[src/fbcod_defines.svh]
// Purpose: Constants for the opcode decoder
// Assumes: 10-bit instruction words
// Notes:   Field positions and fixed codes
`ifndef FBCOD_DEFINES_SVH
`define FBCOD_DEFINES_SVH
`define FBCOD_LO_MSB      3
`define FBCOD_HI_LSB      4
`define FBCOD_COL_NOP     6'h00
`define FBCOD_COL_01      6'h01
`define FBCOD_COL_02      6'h02
`define FBCOD_COL_03      6'h03
`define FBCOD_COL_04      6'h04
`define FBCOD_COL_05      6'h05
`define FBCOD_COL_ADDI    6'h06
`define FBCOD_COL_LDI     6'h07
`define FBCOD_COL_PORTIN  6'h26
`define FBCOD_LO_PORT3    4'h3
`define FBCOD_TAG_LONG    2'h2
`define FBCOD_TAG_SEA     6'h07
`define FBCOD_SZD_WORD2   10'h02b
`define FBCOD_PC_RST      14'h0000
`define FBCOD_SP_RST      3'h7
`endif

[src/fbcod_pkg.sv]
// Purpose: Types for the opcode decoder
// Assumes: Defines header is included
// Notes:   Shared by design and bench
package fbcod_pkg;
  typedef enum logic [2:0] {
    FBCOD_FETCH = 3'b001,
    FBCOD_WORD2 = 3'b010,
    FBCOD_KILL  = 3'b100
  } fbcod_state_t;

  typedef enum logic [4:0] {
    FBCOD_OP_NONE, FBCOD_OP_NOP, FBCOD_OP_PDENTRY, FBCOD_OP_SKPDF, FBCOD_OP_JIND,
    FBCOD_OP_CALLIND, FBCOD_OP_IRQOFF, FBCOD_OP_PDCLR, FBCOD_OP_SKPDZ, FBCOD_OP_RET,
    FBCOD_OP_V1A, FBCOD_OP_IRQON, FBCOD_OP_PDSET, FBCOD_OP_SKEQC, FBCOD_OP_RETSK,
    FBCOD_OP_V2A, FBCOD_OP_CCLR, FBCOD_OP_SKEQM, FBCOD_OP_RETI, FBCOD_OP_CLRD,
    FBCOD_OP_SKBIT, FBCOD_OP_ADDI, FBCOD_OP_LDI, FBCOD_OP_TABLE_REF_BY_PAGE, FBCOD_OP_CALLL,
    FBCOD_OP_JMPL, FBCOD_OP_CALLP2, FBCOD_OP_JMPP, FBCOD_OP_ILLEGAL
  } fbcod_op_t;

  typedef struct packed {
    fbcod_op_t   op;
    logic [3:0]  imm;
    logic [5:0]  page;
    logic [6:0]  addr;
    logic [13:0] target;
    logic        twoWord;
    logic        killed;
  } fbcod_dec_t;
endpackage

[src/fbcod_decoder.sv]
// Purpose: Instruction-word decode and skip control
// Assumes: One word per clock from program memory, skipReq from execute
// Notes:   Skip kills the next instruction, no double increment
`timescale 1ns/100ps
`include "fbcod_defines.svh"

////////////////////////////////////////////////////////////////////////////////
// Notes on behaviour
// - Skip invalidates next instruction, same cycles
// - Killed table-ref or return takes one cycle
// - Word: low nibble 3..0, column 9..4
// - Long branch word2: 10, p, a6..a0
// - Indirect branch word2: 10,pp,00,pppp
// - Constant skip word2: 00 0111 nnnn
// - Port D skip word2 fixed pattern
// - Program counter 14 bits, page/address
// - Eight 14-bit return entries, 3-bit index
// - RAM pointer is Z, X, Y
// - Column 00/01 low codes decoded
// - Low nibble 4 decode per column
// - Low nibble 5 decode per column
// - Low nibble 6 decode per column
// - Low nibble 1 decode per column
// - Port 3 input leaves upper acc bits undefined
module fbcod_decoder
  import fbcod_pkg::*;
#(
  parameter int PC_W = 14,
  parameter int SK_D = 8,
  parameter int SP_W = 3
) (
  input  wire logic             clk,
  input  wire logic             rst_n,
  input  wire logic [9:0]       instrWord,
  input  wire logic             instrValid,
  input  wire logic             skipReq,
  input  wire logic [1:0]       regZ,
  input  wire logic [3:0]       regX,
  input  wire logic [3:0]       regY,
  output fbcod_dec_t            decOut,
  output logic                  decValid,
  output logic                  wordError,
  output logic [PC_W-1:0]       program_counter,
  output logic [SP_W-1:0]       return_stack_index,
  output logic [9:0]            ram_pointer
);

  ////////////////////////////////////////////////////////////////////////////////
  function automatic fbcod_op_t decodeOp(input logic [5:0] col, input logic [3:0] lo);
    fbcod_op_t r;
    r = FBCOD_OP_ILLEGAL;
    unique case (col)
      `FBCOD_COL_NOP: begin
        unique case (lo)
          4'h0: r = FBCOD_OP_NOP;
          4'h2: r = FBCOD_OP_PDENTRY;
          4'h3: r = FBCOD_OP_SKPDF;
          4'h4: r = FBCOD_OP_IRQOFF;
          4'h5: r = FBCOD_OP_IRQON;
          4'h6: r = FBCOD_OP_CCLR;
          default: r = FBCOD_OP_ILLEGAL;
        endcase
      end
      `FBCOD_COL_01: begin
        unique case (lo)
          4'h0: r = FBCOD_OP_JIND;
          4'h1: r = FBCOD_OP_CLRD;
          4'h4: r = FBCOD_OP_PDCLR;
          4'h5: r = FBCOD_OP_PDSET;
          default: r = FBCOD_OP_ILLEGAL;
        endcase
      end
      `FBCOD_COL_02: begin
        unique case (lo)
          4'h0, 4'h1, 4'h2, 4'h3: r = FBCOD_OP_SKBIT;
          4'h4: r = FBCOD_OP_SKPDZ;
          4'h5: r = FBCOD_OP_SKEQC;
          4'h6: r = FBCOD_OP_SKEQM;
          default: r = FBCOD_OP_ILLEGAL;
        endcase
      end
      `FBCOD_COL_03: r = (lo == 4'h0) ? FBCOD_OP_CALLIND : FBCOD_OP_ILLEGAL;
      `FBCOD_COL_04: begin
        unique case (lo)
          4'h4: r = FBCOD_OP_RET;
          4'h5: r = FBCOD_OP_RETSK;
          4'h6: r = FBCOD_OP_RETI;
          default: r = FBCOD_OP_ILLEGAL;
        endcase
      end
      `FBCOD_COL_05: begin
        unique case (lo)
          4'h4: r = FBCOD_OP_V1A;
          4'h5: r = FBCOD_OP_V2A;
          default: r = FBCOD_OP_NONE;   // Other transfers not decoded here
        endcase
      end
      `FBCOD_COL_ADDI: r = FBCOD_OP_ADDI;
      `FBCOD_COL_LDI:  r = FBCOD_OP_LDI;
      default: begin
        // Port 3 input: upper acc bits are left to execute, nothing decoded here
        if (col == `FBCOD_COL_PORTIN && lo == `FBCOD_LO_PORT3) r = FBCOD_OP_NONE;
        else if (col[5:2] == 4'h2) r = FBCOD_OP_TABLE_REF_BY_PAGE;
        else if (col[5:1] == 5'h06) r = FBCOD_OP_CALLL;
        else if (col[5:1] == 5'h07) r = FBCOD_OP_JMPL;
        else if (col[5:3] == 3'h2) r = FBCOD_OP_CALLP2;
        else if (col[5:3] == 3'h3) r = FBCOD_OP_JMPP;
        else                        r = FBCOD_OP_NONE;
      end
    endcase
    return r;
  endfunction

  function automatic logic isTwoWord(input fbcod_op_t op);
    return op inside {FBCOD_OP_JIND, FBCOD_OP_CALLIND, FBCOD_OP_CALLL, FBCOD_OP_JMPL,
                      FBCOD_OP_SKEQC, FBCOD_OP_SKPDZ};
  endfunction

  ////////////////////////////////////////////////////////////////////////////////
  fbcod_state_t          state_ff, nxt_state;
  fbcod_dec_t            dec_ff, nxt_dec;
  logic                  valid_ff, nxt_valid;
  logic                  err_ff, nxt_err;
  logic [PC_W-1:0]       pc_ff, nxt_pc;
  logic [SP_W-1:0]       sp_ff, nxt_sp;
  logic [9:0]            dp_ff, nxt_dp;
  logic [PC_W-1:0]       stack_ff [SK_D];
  logic [PC_W-1:0]       nxt_stack [SK_D];
  logic [5:0]            col;
  logic [3:0]            lo;
  fbcod_op_t             curOp;
  logic [13:0]           w2Target;
  logic                  w2Ok;
  logic                  skipNow;
  logic                  killNow;

  assign lo    = instrWord[`FBCOD_LO_MSB:0];
  assign col   = instrWord[9:`FBCOD_HI_LSB];
  assign curOp = decodeOp(col, lo);

  // Skip of the reported instruction kills the word taken at this edge
  assign skipNow = valid_ff && skipReq && !dec_ff.killed;
  assign killNow = skipNow || (state_ff == FBCOD_KILL);

  always_comb begin
    nxt_state = state_ff;
    nxt_dec   = dec_ff;
    nxt_valid = 1'b0;
    nxt_err   = 1'b0;
    nxt_pc    = pc_ff;
    nxt_sp    = sp_ff;
    nxt_dp    = {regZ, regX, regY};
    nxt_stack = stack_ff;
    w2Target  = '0;
    w2Ok      = 1'b1;
    if (instrValid) begin
      nxt_pc = pc_ff + 14'h0001;                        // never double-step
      unique case (state_ff)
        FBCOD_FETCH, FBCOD_KILL: begin
          nxt_dec.op      = curOp;
          nxt_dec.imm     = lo;
          nxt_dec.page    = {col[1:0], lo};
          nxt_dec.addr    = instrWord[6:0];
          nxt_dec.target  = {pc_ff[13:7], instrWord[6:0]};
          nxt_dec.twoWord = isTwoWord(curOp);
          nxt_dec.killed  = killNow;
          if (isTwoWord(curOp)) begin
            nxt_state = FBCOD_WORD2;
          end else begin
            nxt_valid = 1'b1;
            // One killed cycle for table-ref and returns too
            nxt_state = FBCOD_FETCH;
            if (!killNow) begin
              if (curOp inside {FBCOD_OP_RET, FBCOD_OP_RETSK, FBCOD_OP_RETI}) begin
                nxt_pc = stack_ff[sp_ff];
                nxt_sp = sp_ff - 3'h1;
              end else if (curOp == FBCOD_OP_JMPP) begin
                nxt_pc = {pc_ff[13:7], instrWord[6:0]};
              end else if (curOp == FBCOD_OP_CALLP2) begin
                nxt_sp = sp_ff + 3'h1;
                nxt_stack[sp_ff + 3'h1] = pc_ff + 14'h0001;
                nxt_pc = {7'h02, instrWord[6:0]};
              end
            end
          end
        end
        FBCOD_WORD2: begin
          unique case (dec_ff.op)
            FBCOD_OP_JMPL, FBCOD_OP_CALLL: begin
              w2Ok     = instrWord[9:8] == `FBCOD_TAG_LONG;
              w2Target = {dec_ff.addr[5:4], dec_ff.imm, instrWord[7], instrWord[6:0]};
              nxt_dec.addr = instrWord[6:0];
            end
            FBCOD_OP_JIND, FBCOD_OP_CALLIND: begin
              w2Ok     = instrWord[9:8] == `FBCOD_TAG_LONG && instrWord[5:4] == 2'b00;
              // Six-bit page sits under a zero top bit; address is regY with three zero bits above
              w2Target = {1'b0, instrWord[7:6], instrWord[3:0], 3'h0, regY};
              nxt_dec.page = {instrWord[7:6], instrWord[3:0]};
            end
            FBCOD_OP_SKEQC: begin
              w2Ok = instrWord[9:4] == `FBCOD_TAG_SEA;
              nxt_dec.imm = instrWord[3:0];
            end
            default: w2Ok = instrWord == `FBCOD_SZD_WORD2;
          endcase
          nxt_dec.target = w2Target;
          nxt_valid = 1'b1;
          nxt_err   = ~w2Ok;
          nxt_state = FBCOD_FETCH;
          if (!dec_ff.killed && w2Ok) begin
            if (dec_ff.op inside {FBCOD_OP_CALLL, FBCOD_OP_CALLIND}) begin
              nxt_sp = sp_ff + 3'h1;
              nxt_stack[sp_ff + 3'h1] = pc_ff + 14'h0001;
            end
            if (dec_ff.op inside {FBCOD_OP_JMPL, FBCOD_OP_CALLL,
                                  FBCOD_OP_JIND, FBCOD_OP_CALLIND})
              nxt_pc = w2Target;
          end
        end
        default: nxt_state = FBCOD_FETCH;
      endcase
    end else if (skipNow) begin
      // Gap in fetch: hold the kill for the next word
      nxt_state = FBCOD_KILL;
    end
  end

  always_ff @(posedge clk) begin
    if (!rst_n) begin
      state_ff <= FBCOD_FETCH;
      dec_ff   <= '0;
      valid_ff <= 1'b0;
      err_ff   <= 1'b0;
      pc_ff    <= `FBCOD_PC_RST;
      sp_ff    <= `FBCOD_SP_RST;
      dp_ff    <= '0;
      for (int i = 0; i < SK_D; i++) stack_ff[i] <= '0;
    end else begin
      state_ff <= nxt_state;
      dec_ff   <= nxt_dec;
      valid_ff <= nxt_valid;
      err_ff   <= nxt_err;
      pc_ff    <= nxt_pc;
      sp_ff    <= nxt_sp;
      dp_ff    <= nxt_dp;
      stack_ff <= nxt_stack;
    end
  end

  assign decOut             = dec_ff;
  assign decValid           = valid_ff;
  assign wordError          = err_ff;
  assign program_counter    = pc_ff;
  assign return_stack_index = sp_ff;
  assign ram_pointer        = dp_ff;

  ////////////////////////////////////////////////////////////////////////////////
  AST_SKIP_KILLS: assert property (@(posedge clk) disable iff (!rst_n)
    instrValid && state_ff != FBCOD_WORD2 && decValid && skipReq && !decOut.killed
    |=> decOut.killed)
    else $error("Skipped instruction not invalidated");
  AST_PC_STEP: assert property (@(posedge clk) disable iff (!rst_n)
    instrValid && state_ff != FBCOD_WORD2 && killNow
    |=> program_counter == $past(program_counter) + 14'h1)
    else $error("Killed instruction moved pc by more than one");
  AST_KILL_ONE: assert property (@(posedge clk) disable iff (!rst_n)
    instrValid && state_ff != FBCOD_WORD2 && killNow && !isTwoWord(curOp)
    |=> decValid && decOut.killed)
    else $error("Killed one-word instruction took more than one cycle");
  AST_NOP_DEC: assert property (@(posedge clk) disable iff (!rst_n)
    instrValid && state_ff == FBCOD_FETCH && instrWord == 10'h000 |=> decOut.op == FBCOD_OP_NOP)
    else $error("Zero word not decoded as no-op");
  AST_RET_DEC: assert property (@(posedge clk) disable iff (!rst_n)
    instrValid && state_ff == FBCOD_FETCH && instrWord == 10'h044 |=> decOut.op == FBCOD_OP_RET)
    else $error("Return not decoded");
  AST_RETSK_DEC: assert property (@(posedge clk) disable iff (!rst_n)
    instrValid && state_ff == FBCOD_FETCH && instrWord == 10'h045 |=> decOut.op == FBCOD_OP_RETSK)
    else $error("Return-and-skip not decoded");
  AST_SEQM_DEC: assert property (@(posedge clk) disable iff (!rst_n)
    instrValid && state_ff == FBCOD_FETCH && instrWord == 10'h026 |=> decOut.op == FBCOD_OP_SKEQM)
    else $error("Memory compare skip not decoded");
  AST_CLRD_DEC: assert property (@(posedge clk) disable iff (!rst_n)
    instrValid && state_ff == FBCOD_FETCH && instrWord == 10'h011 |=> decOut.op == FBCOD_OP_CLRD)
    else $error("Port D clear not decoded");
  AST_TWO_WORD: assert property (@(posedge clk) disable iff (!rst_n)
    instrValid && state_ff == FBCOD_FETCH && isTwoWord(curOp) |=> !decValid ##1 1'b1)
    else $error("Two-word instruction issued before second word");
  AST_DP_CAT: assert property (@(posedge clk) disable iff (!rst_n)
    1'b1 |=> ram_pointer == {$past(regZ), $past(regX), $past(regY)})
    else $error("RAM pointer not formed from Z, X, Y");
  AST_LONG_ADDR: assert property (@(posedge clk) disable iff (!rst_n)
    instrValid && state_ff == FBCOD_WORD2 && dec_ff.op inside {FBCOD_OP_JMPL, FBCOD_OP_CALLL}
    |=> decOut.addr == 7'($past(instrWord)))
    else $error("Long branch address not taken from second word");
  AST_SZD_BAD: assert property (@(posedge clk) disable iff (!rst_n)
    instrValid && state_ff == FBCOD_WORD2 && dec_ff.op == FBCOD_OP_SKPDZ
    && instrWord != `FBCOD_SZD_WORD2 |=> wordError && decValid)
    else $error("Bad port D skip second word not flagged");
  AST_CALL_PUSH: assert property (@(posedge clk) disable iff (!rst_n)
    instrValid && state_ff == FBCOD_WORD2 && !dec_ff.killed && dec_ff.op == FBCOD_OP_CALLL
    && instrWord[9:8] == `FBCOD_TAG_LONG
    |=> return_stack_index == $past(return_stack_index) + 3'h1)
    else $error("Long call did not push the return stack");
endmodule

[config.mk]
export PLATFORM = sky130hd
export DESIGN_NAME = fbcod_decoder
export DESIGN_NICKNAME = d
export VERILOG_FILES = /design/src/fbcod_pkg.sv /design/src/fbcod_decoder.sv
export VERILOG_INCLUDE_DIRS = /design/src /design/src/src
export SDC_FILE = /design/constraint.sdc
export NUM_CORES = 1
export LEC_CHECK = 0
export BUFFER_PORTS_ARGS = -buffer_cell sky130_fd_sc_hd__buf_2
export CAP_MARGIN = 10
export CORE_ASPECT_RATIO = 0.6
export CORE_MARGIN = 2
export CORE_UTILIZATION = 53
export DETAILED_ROUTE_END_ITERATION = 10
export PLACE_DENSITY = 0.72
export SYNTH_ARGS = -nofsm -noshare
export SYNTH_HDL_FRONTEND = slang
export SYNTH_SLANG_ARGS = --single-unit
[constraint.sdc]
create_clock -name clk -period 8.7 [get_ports clk]
set_input_delay 0 -clock clk [delete_from_list [all_inputs] [get_ports clk]]
set_output_delay 0 -clock clk [all_outputs]
set_load 0.05 [all_outputs]
==> results of run 1 <==
synthesized netlist by cell type, types with 10 or more instances:
library cell	instances
o21ai_0	28
xnor2_1	11
nand3_1	17
buf_2	15
mux2i_1	53
nor2_1	30
o211ai_1	10
a21oi_1	34
and2_1	21
a21boi_0	17
nand2b_1	14
o221ai_1	10
nor3_1	12
buf_6	14
nand2_1	161
mux4_2	28
o211a_1	91
nor2b_1	32
inv_1	13
dfxtp_1	182
clkbuf_1	53
where the power goes:
part           total [µW]  switching (µW)  internal, µW
registers             903            33.2           870
logic                 433             305           129
clock network         707             339           368
metal layers:
layer	GRT usage (%)	routed length, µm	up-vias
li1	-	-	3872
met1	42.6	13000	4009
met2	40.7	11000	377
met3	9.59	2780	19
met4	7.08	213	0
met5	0	0	-
worst reg2reg max path: cells and delay by family, from the launching register on:
family / cells / cell delay (ps)
simple gates: 3 / 580
mux: 1 / 240
flops: 1 / 320
fa+ha+maj: 1 / 570
buf+inv: 3 / 1630
registers in the layout (all words and copies together), names as in the netlist:
name                flops
wordError               1
return_stack_index      3
ram_pointer            10
stack_ff              112
decValid                1
decOut                 38
state_ff                3
program_counter        14
cell type report:
type / count / share of cell area, %
clock buffer: 19 / 4.00
clock inverter: 13 / 0.879
timing repair buffer: 120 / 6.52
sequential: 182 / 33.7
multi-input combinational: 737 / 51.7
inverter: 14 / 0.486
tap: 240 / 2.78
path summary, 6_finish.rpt:
path | from | end | slack [ps] | cells after the start
worst min register to register | stack_ff[79] | stack_ff[79] | 460 | 2
worst max-delay path | return_stack_index[0] | stack_ff[0] | 5310 | 8
worst min-delay path | instrWord[3] | decOut[5] | 50 | 3
worst max register to register | return_stack_index[0] | stack_ff[0] | 5310 | 8
per-stage QoR:
step	std cells	util, %	worst slack (ps)	power, µW
2_1_floorplan	1024	-	5500	1240
3_3_place_gp	1282	56.5	5190	1340
3_5_place_dp	1282	56.5	5260	1340
4_1_cts	1325	60.0	5300	2050
5_1_grt	1325	60.0	5020	2130
6_report	1325	60.0	5310	2040
cell families (layout without fill, tap and decap cells):
logic type / after synthesis / after routing / share of synthesized area [%]
flops: 182 / 182 / 37.4
buf+inv: 105 / 166 / 5.39
mux: 86 / 86 / 12.5
compound gates: 284 / 284 / 24.0
simple gates: 345 / 345 / 18.6
xor+xnor: 19 / 19 / 1.71
fa+ha+maj: 3 / 3 / 0.385
==> impl_results.md, run 1 <==
- Synth warn: 0
- Worst EP arrival: approximately 3800 ps
- Register area: 0.00364 mm²
- Hold_buf cts: 11
- Buffer and inverter count on the worst path: 3
- Routed Antenna Nets: 0
- Clk root buf: clkbuf_16
- TritonCTS Buffers: 17
- Vias after detailed routing: 8277
- Relative slew slack: 24.1%
- Pin count of the biggest net entering global routing: 125
- Worst-Skew Late Latency: 440 ps
- Drt first pass iters: 7
- Final clock period utilization by the worst path: 38.9%
- Clk buf depth: 2
- Fillers: approximately 1500
- Area Growth Syn to Fin: 11.0%
- Average footprint of a synthesized cell: roughly 9.5 µm²
- Die Y: roughly 110 µm
- CP top delay family: buffers and inverters
- Core Region: 0.0180 mm²
- Hpwl dp: approximately 18 mm
- Final setup fails: 0
- First-pass GRT wire length: approximately 44 mm
- Fmax: between 200 and 300 MHz
- Post-synthesis async set-or-reset flop share: 0%
- Most common cell after layout, fill and taps aside: dfxtp_1
- Number of global-route vias before repair: about 7900
- Maxcap violations: 0
- CP Class: reg2reg
- Dominant synthesized flop cell: dfxtp_1
- RePlAce Congestion: just under 1
- PortBufs: 90
- EDFF count, synth: 0
- Total GRT Usage: between 20% and 30%
- Min-delay worst type: in2reg
- Fin. max-slew vios: 0
- CTS tree: done
- Cell mode on critical path: buf_4
- Status: finished, final reports clean
- H-tree levels: 4
- Placed inst area: 0.0102 mm²
- Clk pin slew, worst setup/hold paths: approximately 70 ps
- Global route overflow: 0
- Cell variety after synth: 87
- Final hold vios: 0
- Multi-input gate area: 0.00559 mm²
- Via/cell ratio: approximately 6.2
- Clock Skews: roughly 11 ps
- Max IR drop VDD: approximately 0.00014 V
- WL per Instance: 20.4 µm
- Share of layout cells above drive strength 1: approximately a fifth
- DR DRC count: 0
- Commonest cells after routing, fill and taps aside: dfxtp_1 (181), nand2_1 (161), o211a_1 (91), buf_2 (89), mux2i_1 (53)
- Leading area contributor after synthesis: dfxtp_1
- Post-Syn Nets: around 1100
- # nets final: about 1100
- Critical Path Slowest Stage Cell: clkinv_1
- Row cnt: 38
- Endpoint class of the critical path: flop
- Seq/Total Area, Yosys: a little under two fifths
- DR iter-0 viols: 776
- Yosys reg bits: 182
- Worst hold slack: about 54 ps
- Tmin final: 3390 ps
- # IOs: 91
- Initial core utilization: between 50% and 60%
- Post-synthesis cell count: roughly 1000
- Antenna cells: 0
- Die Width: around 180 µm
- Setup TNS: 0 ps
- RSZ-0062 raised after global routing: false
- CP startpoint kind: flop
- Crit-path cells: buf_4, clkinv_1, ha_1, nand2_1, nor4_4, buf_4, mux2i_1, and2_1
- Power density over cell area: between 150 and 200 mW/mm²
- Clock sinks: 182
- Lkg Pwr: roughly 0.0051 µW
- Ranking of synthesized cells by area: dfxtp_1 (37%), o211a_1 (9.3%), mux4_2 (6.5%)
- Final instance area: 0.0108 mm²
- Critical path's largest stage delay: 670 ps
- Post-Syn Area: between 0.009 and 0.01 mm²
- Final wirelength: approximately 27 mm
- DIE AREA: about 0.020 mm²
- Setup bufs post-CTS: 0
- Slew @ Worst Pin: 1140 ps
- CP Max Fanout: 36
- Cts repair resizes: 0
- Top cell type's share of synthesized area: a little under two fifths
- Critical path required time: around 9100 ps
- Initial antenna violation count: 0
Note: power is estimated with default switching activity, not from simulation.
==> inputs of run 2 (changes only) <==
==> constraint.sdc (replaced) <==
create_clock -name clk -period 3.2 [get_ports clk]
set_input_delay 0 -clock clk [delete_from_list [all_inputs] [get_ports clk]]
set_output_delay 0 -clock clk [all_outputs]
set_load 0.05 [all_outputs]
==> impl_results.md, run 2 (synthesized netlist as in run 1, its figures left out) <==
- Sequential share of power: 41.4% (-2.8 points)
- Hold path start: instrValid
- Slew @ Worst Pin: 851 ps (-288 ps)
- Stages on the worst setup path: 11 (+3)
- Most common cell after layout, fill and taps aside: dfxtp_1
- Critical Path Slowest Stage Cell: a21oi_1
- Cell mode on critical path: buf_12
- DR DRC count: 0 (unchanged)
- Endpoint class of the critical path: flop
- Lkg Pwr: 0.00533 µW (+5.2%)
- Met3 WL: 2.67 mm (-4.0%)
- Max IR drop VDD: 0.000402 V (+190%)
- Critical path required time: 3530 ps (-5550 ps)
- Worst EP arrival: 3380 ps (-390 ps)
- Worst R2R Start: decOut[35]
- Maxcap violations: 0 (unchanged)
- Setup crit end: stack_ff[42]
- Drt first pass iters: 6 (-1)
- Final setup fails: 0 (unchanged)
- H-tree levels: 4 (unchanged)
- Worst r2r dst: stack_ff[42]
- Cell internal pwr: 3970 µW (+190%)
- Clk root buf: clkbuf_16
- Met2 WL: 11.4 mm (+3.2%)
- Row cnt: 38 (unchanged)
- Fin. max-slew vios: 0 (unchanged)
- Min-delay worst type: in2reg
- Hpwl dp: 20.1 mm (+11%)
- Clk pin slew, worst setup/hold paths: 70 ps (about the same)
- Reg with most FFs: stack_ff
- Tmin final: 3050 ps (-341 ps)
- CP Max Fanout: 24 (-33%)
- CP top delay family: simple AND/OR/NAND/NOR gates
- DR iter-0 viols: 893 (+15%)
- DIE AREA: 0.0195 mm² (unchanged)
- Critical path launch point: decOut[35]
- Share of layout cells above drive strength 1: 22.4% (+3.2 points)
- PortBufs: 90 (unchanged)
- Worst R2R Path Depth: 11 (+3)
- Worst-Skew Late Latency: 440 ps (about the same)
- WHS Path Cells: 3 (unchanged)
- CP Class: reg2reg
- Global route overflow: 0 (unchanged)
- Initial antenna violation count: 0 (unchanged)
- Clk buf depth: 2 (unchanged)
- Via/cell ratio: 6.26 (+0.16%)
- WL met1: 14.3 mm (+10%)
- Die Y: 109 µm (unchanged)
- PnR Total Power: 5960 µW (+190%)
- RePlAce Congestion: 0.972 (-2.1%)
- Switch Pwr: 1990 µW (+190%)
- CTS tree: done
- WL per Instance: 20.9 µm (+2.6%)
- Crit-path cells: or3b_2, a21oi_1, or4_1, a21oi_4, and2b_4, o21ai_4, buf_12, nor4_4, buf_12, mux2i_1, and2_1
- Routed Antenna Nets: 0 (unchanged)
- Clock power frac: 37.6% (+3.0 points)
- Combinational share of power: 21.0% (-0.2 points)
- Number of global-route vias before repair: 7987 (+0.81%)
- # nets final: 1141 (+3.8%)
- TritonCTS Buffers: 17 (unchanged)
- Setup TNS: 0 ps (unchanged)
- Pin count of the biggest net entering global routing: 85 (-32%)
- Final clock period utilization by the worst path: 95.2% (+56 points)
- Net Sw Frac: 33.4% (+0.29 points)
- Max reg flops: 112 (unchanged)
- Final wirelength: 28.6 mm (+5.9%)
- Commonest cells after routing, fill and taps aside: dfxtp_1 (181), nand2_1 (161), o211a_1 (91), buf_2 (89), mux2i_1 (53)
- R2r setup slk: 150 ps (-5160 ps)
- Cts repair resizes: 0 (unchanged)
- # IOs: 91 (unchanged)
- Fmax: 328 MHz (+11%)
- Worst hold slack: 104 ps (+50.2 ps)
- Initial core utilization: 54.1% (unchanged)
- Final hold vios: 0 (unchanged)
- Area Growth Syn to Fin: 16.6%
- Clock Skews: 9.97 ps (-0.851 ps)
- Top sig layer: met4
- CP startpoint kind: flop
- Clock sinks: 182 (unchanged)
- Buffer and inverter count on the worst path: 2 (-1)
- Relative slew slack: 43.3% (+19 points)
- Power density over cell area: 525 mW/mm² (+180%)
- Core Region: 0.0180 mm² (unchanged)
- Vias after detailed routing: 8553 (+3.3%)
- Status: finished, final reports clean
- RSZ-0062 raised after global routing: false
- Total GRT Usage: 30.4% (+1.4 points)
- Die Width: 179 µm (unchanged)
- First-pass GRT wire length: 45.3 mm (+4.0%)
- Critical path's largest stage delay: 500 ps (-170 ps)
- Antenna cells: 0 (unchanged)
-- run 2: metrics by stage --
step	area, µm²	util, %	setup slack (ps)	instances
final	11400	63.1	153	1367
after global placement	10600	58.8	107	1323
after detailed placement	10600	58.8	108	1323
after CTS	11300	62.9	90.4	1366
after floorplan	9750	-	143	1024
after global routing	11400	63.1	117	1367
-- run 2: timing repair --
action,in CTS,in global routing
endpoints found under the setup margin,0,2
hold endpoints to repair,15,0
setup buffers,0,1
hold buffers,11,0
-- run 2: power groups by stage --
| stage | clock [µW] | combinational, µW | sequential, µW |
|---|---|---|---|
| after detailed placement | 0 | 1210 | 2520 |
| after global placement | 0 | 1210 | 2510 |
| final | 2240 | 1250 | 2470 |
| after CTS | 2260 | 1230 | 2460 |
| after global routing | 2350 | 1340 | 2480 |
| after floorplan | 0 | 658 | 2720 |
-- run 2: per-layer routing --
metal / global-route usage (%) / up-vias
met5: 0 / -
met4: 6.04 / 0
met3: 6.59 / 23
met2: 41.6 / 403
met1: 48.0 / 4167
li1: - / 3960
-- run 2: final cells by class --
class,instances,area (µm²)
clock inverter,15,205
fill,1512,6660
inverter,14,52.6
clock buffer,17,425
timing repair buffer,162,1150
sequential,182,3640
tap,240,300
multi-input combinational,737,5590
-- run 2: worst min path at each step --
stage / endpoint / slack, ps
finish: state_ff[0] / 100
global route: decOut[20] / 130
detailed placement: ram_pointer[9] / 210
CTS: state_ff[0] / 70
floorplan: ram_pointer[0] / 120
global placement: ram_pointer[9] / 200
-- run 2: worst min-delay path, cell delays in order --
cell and delay [ps]:
buf_2 250, a21oi_1 170, o21ai_0 70
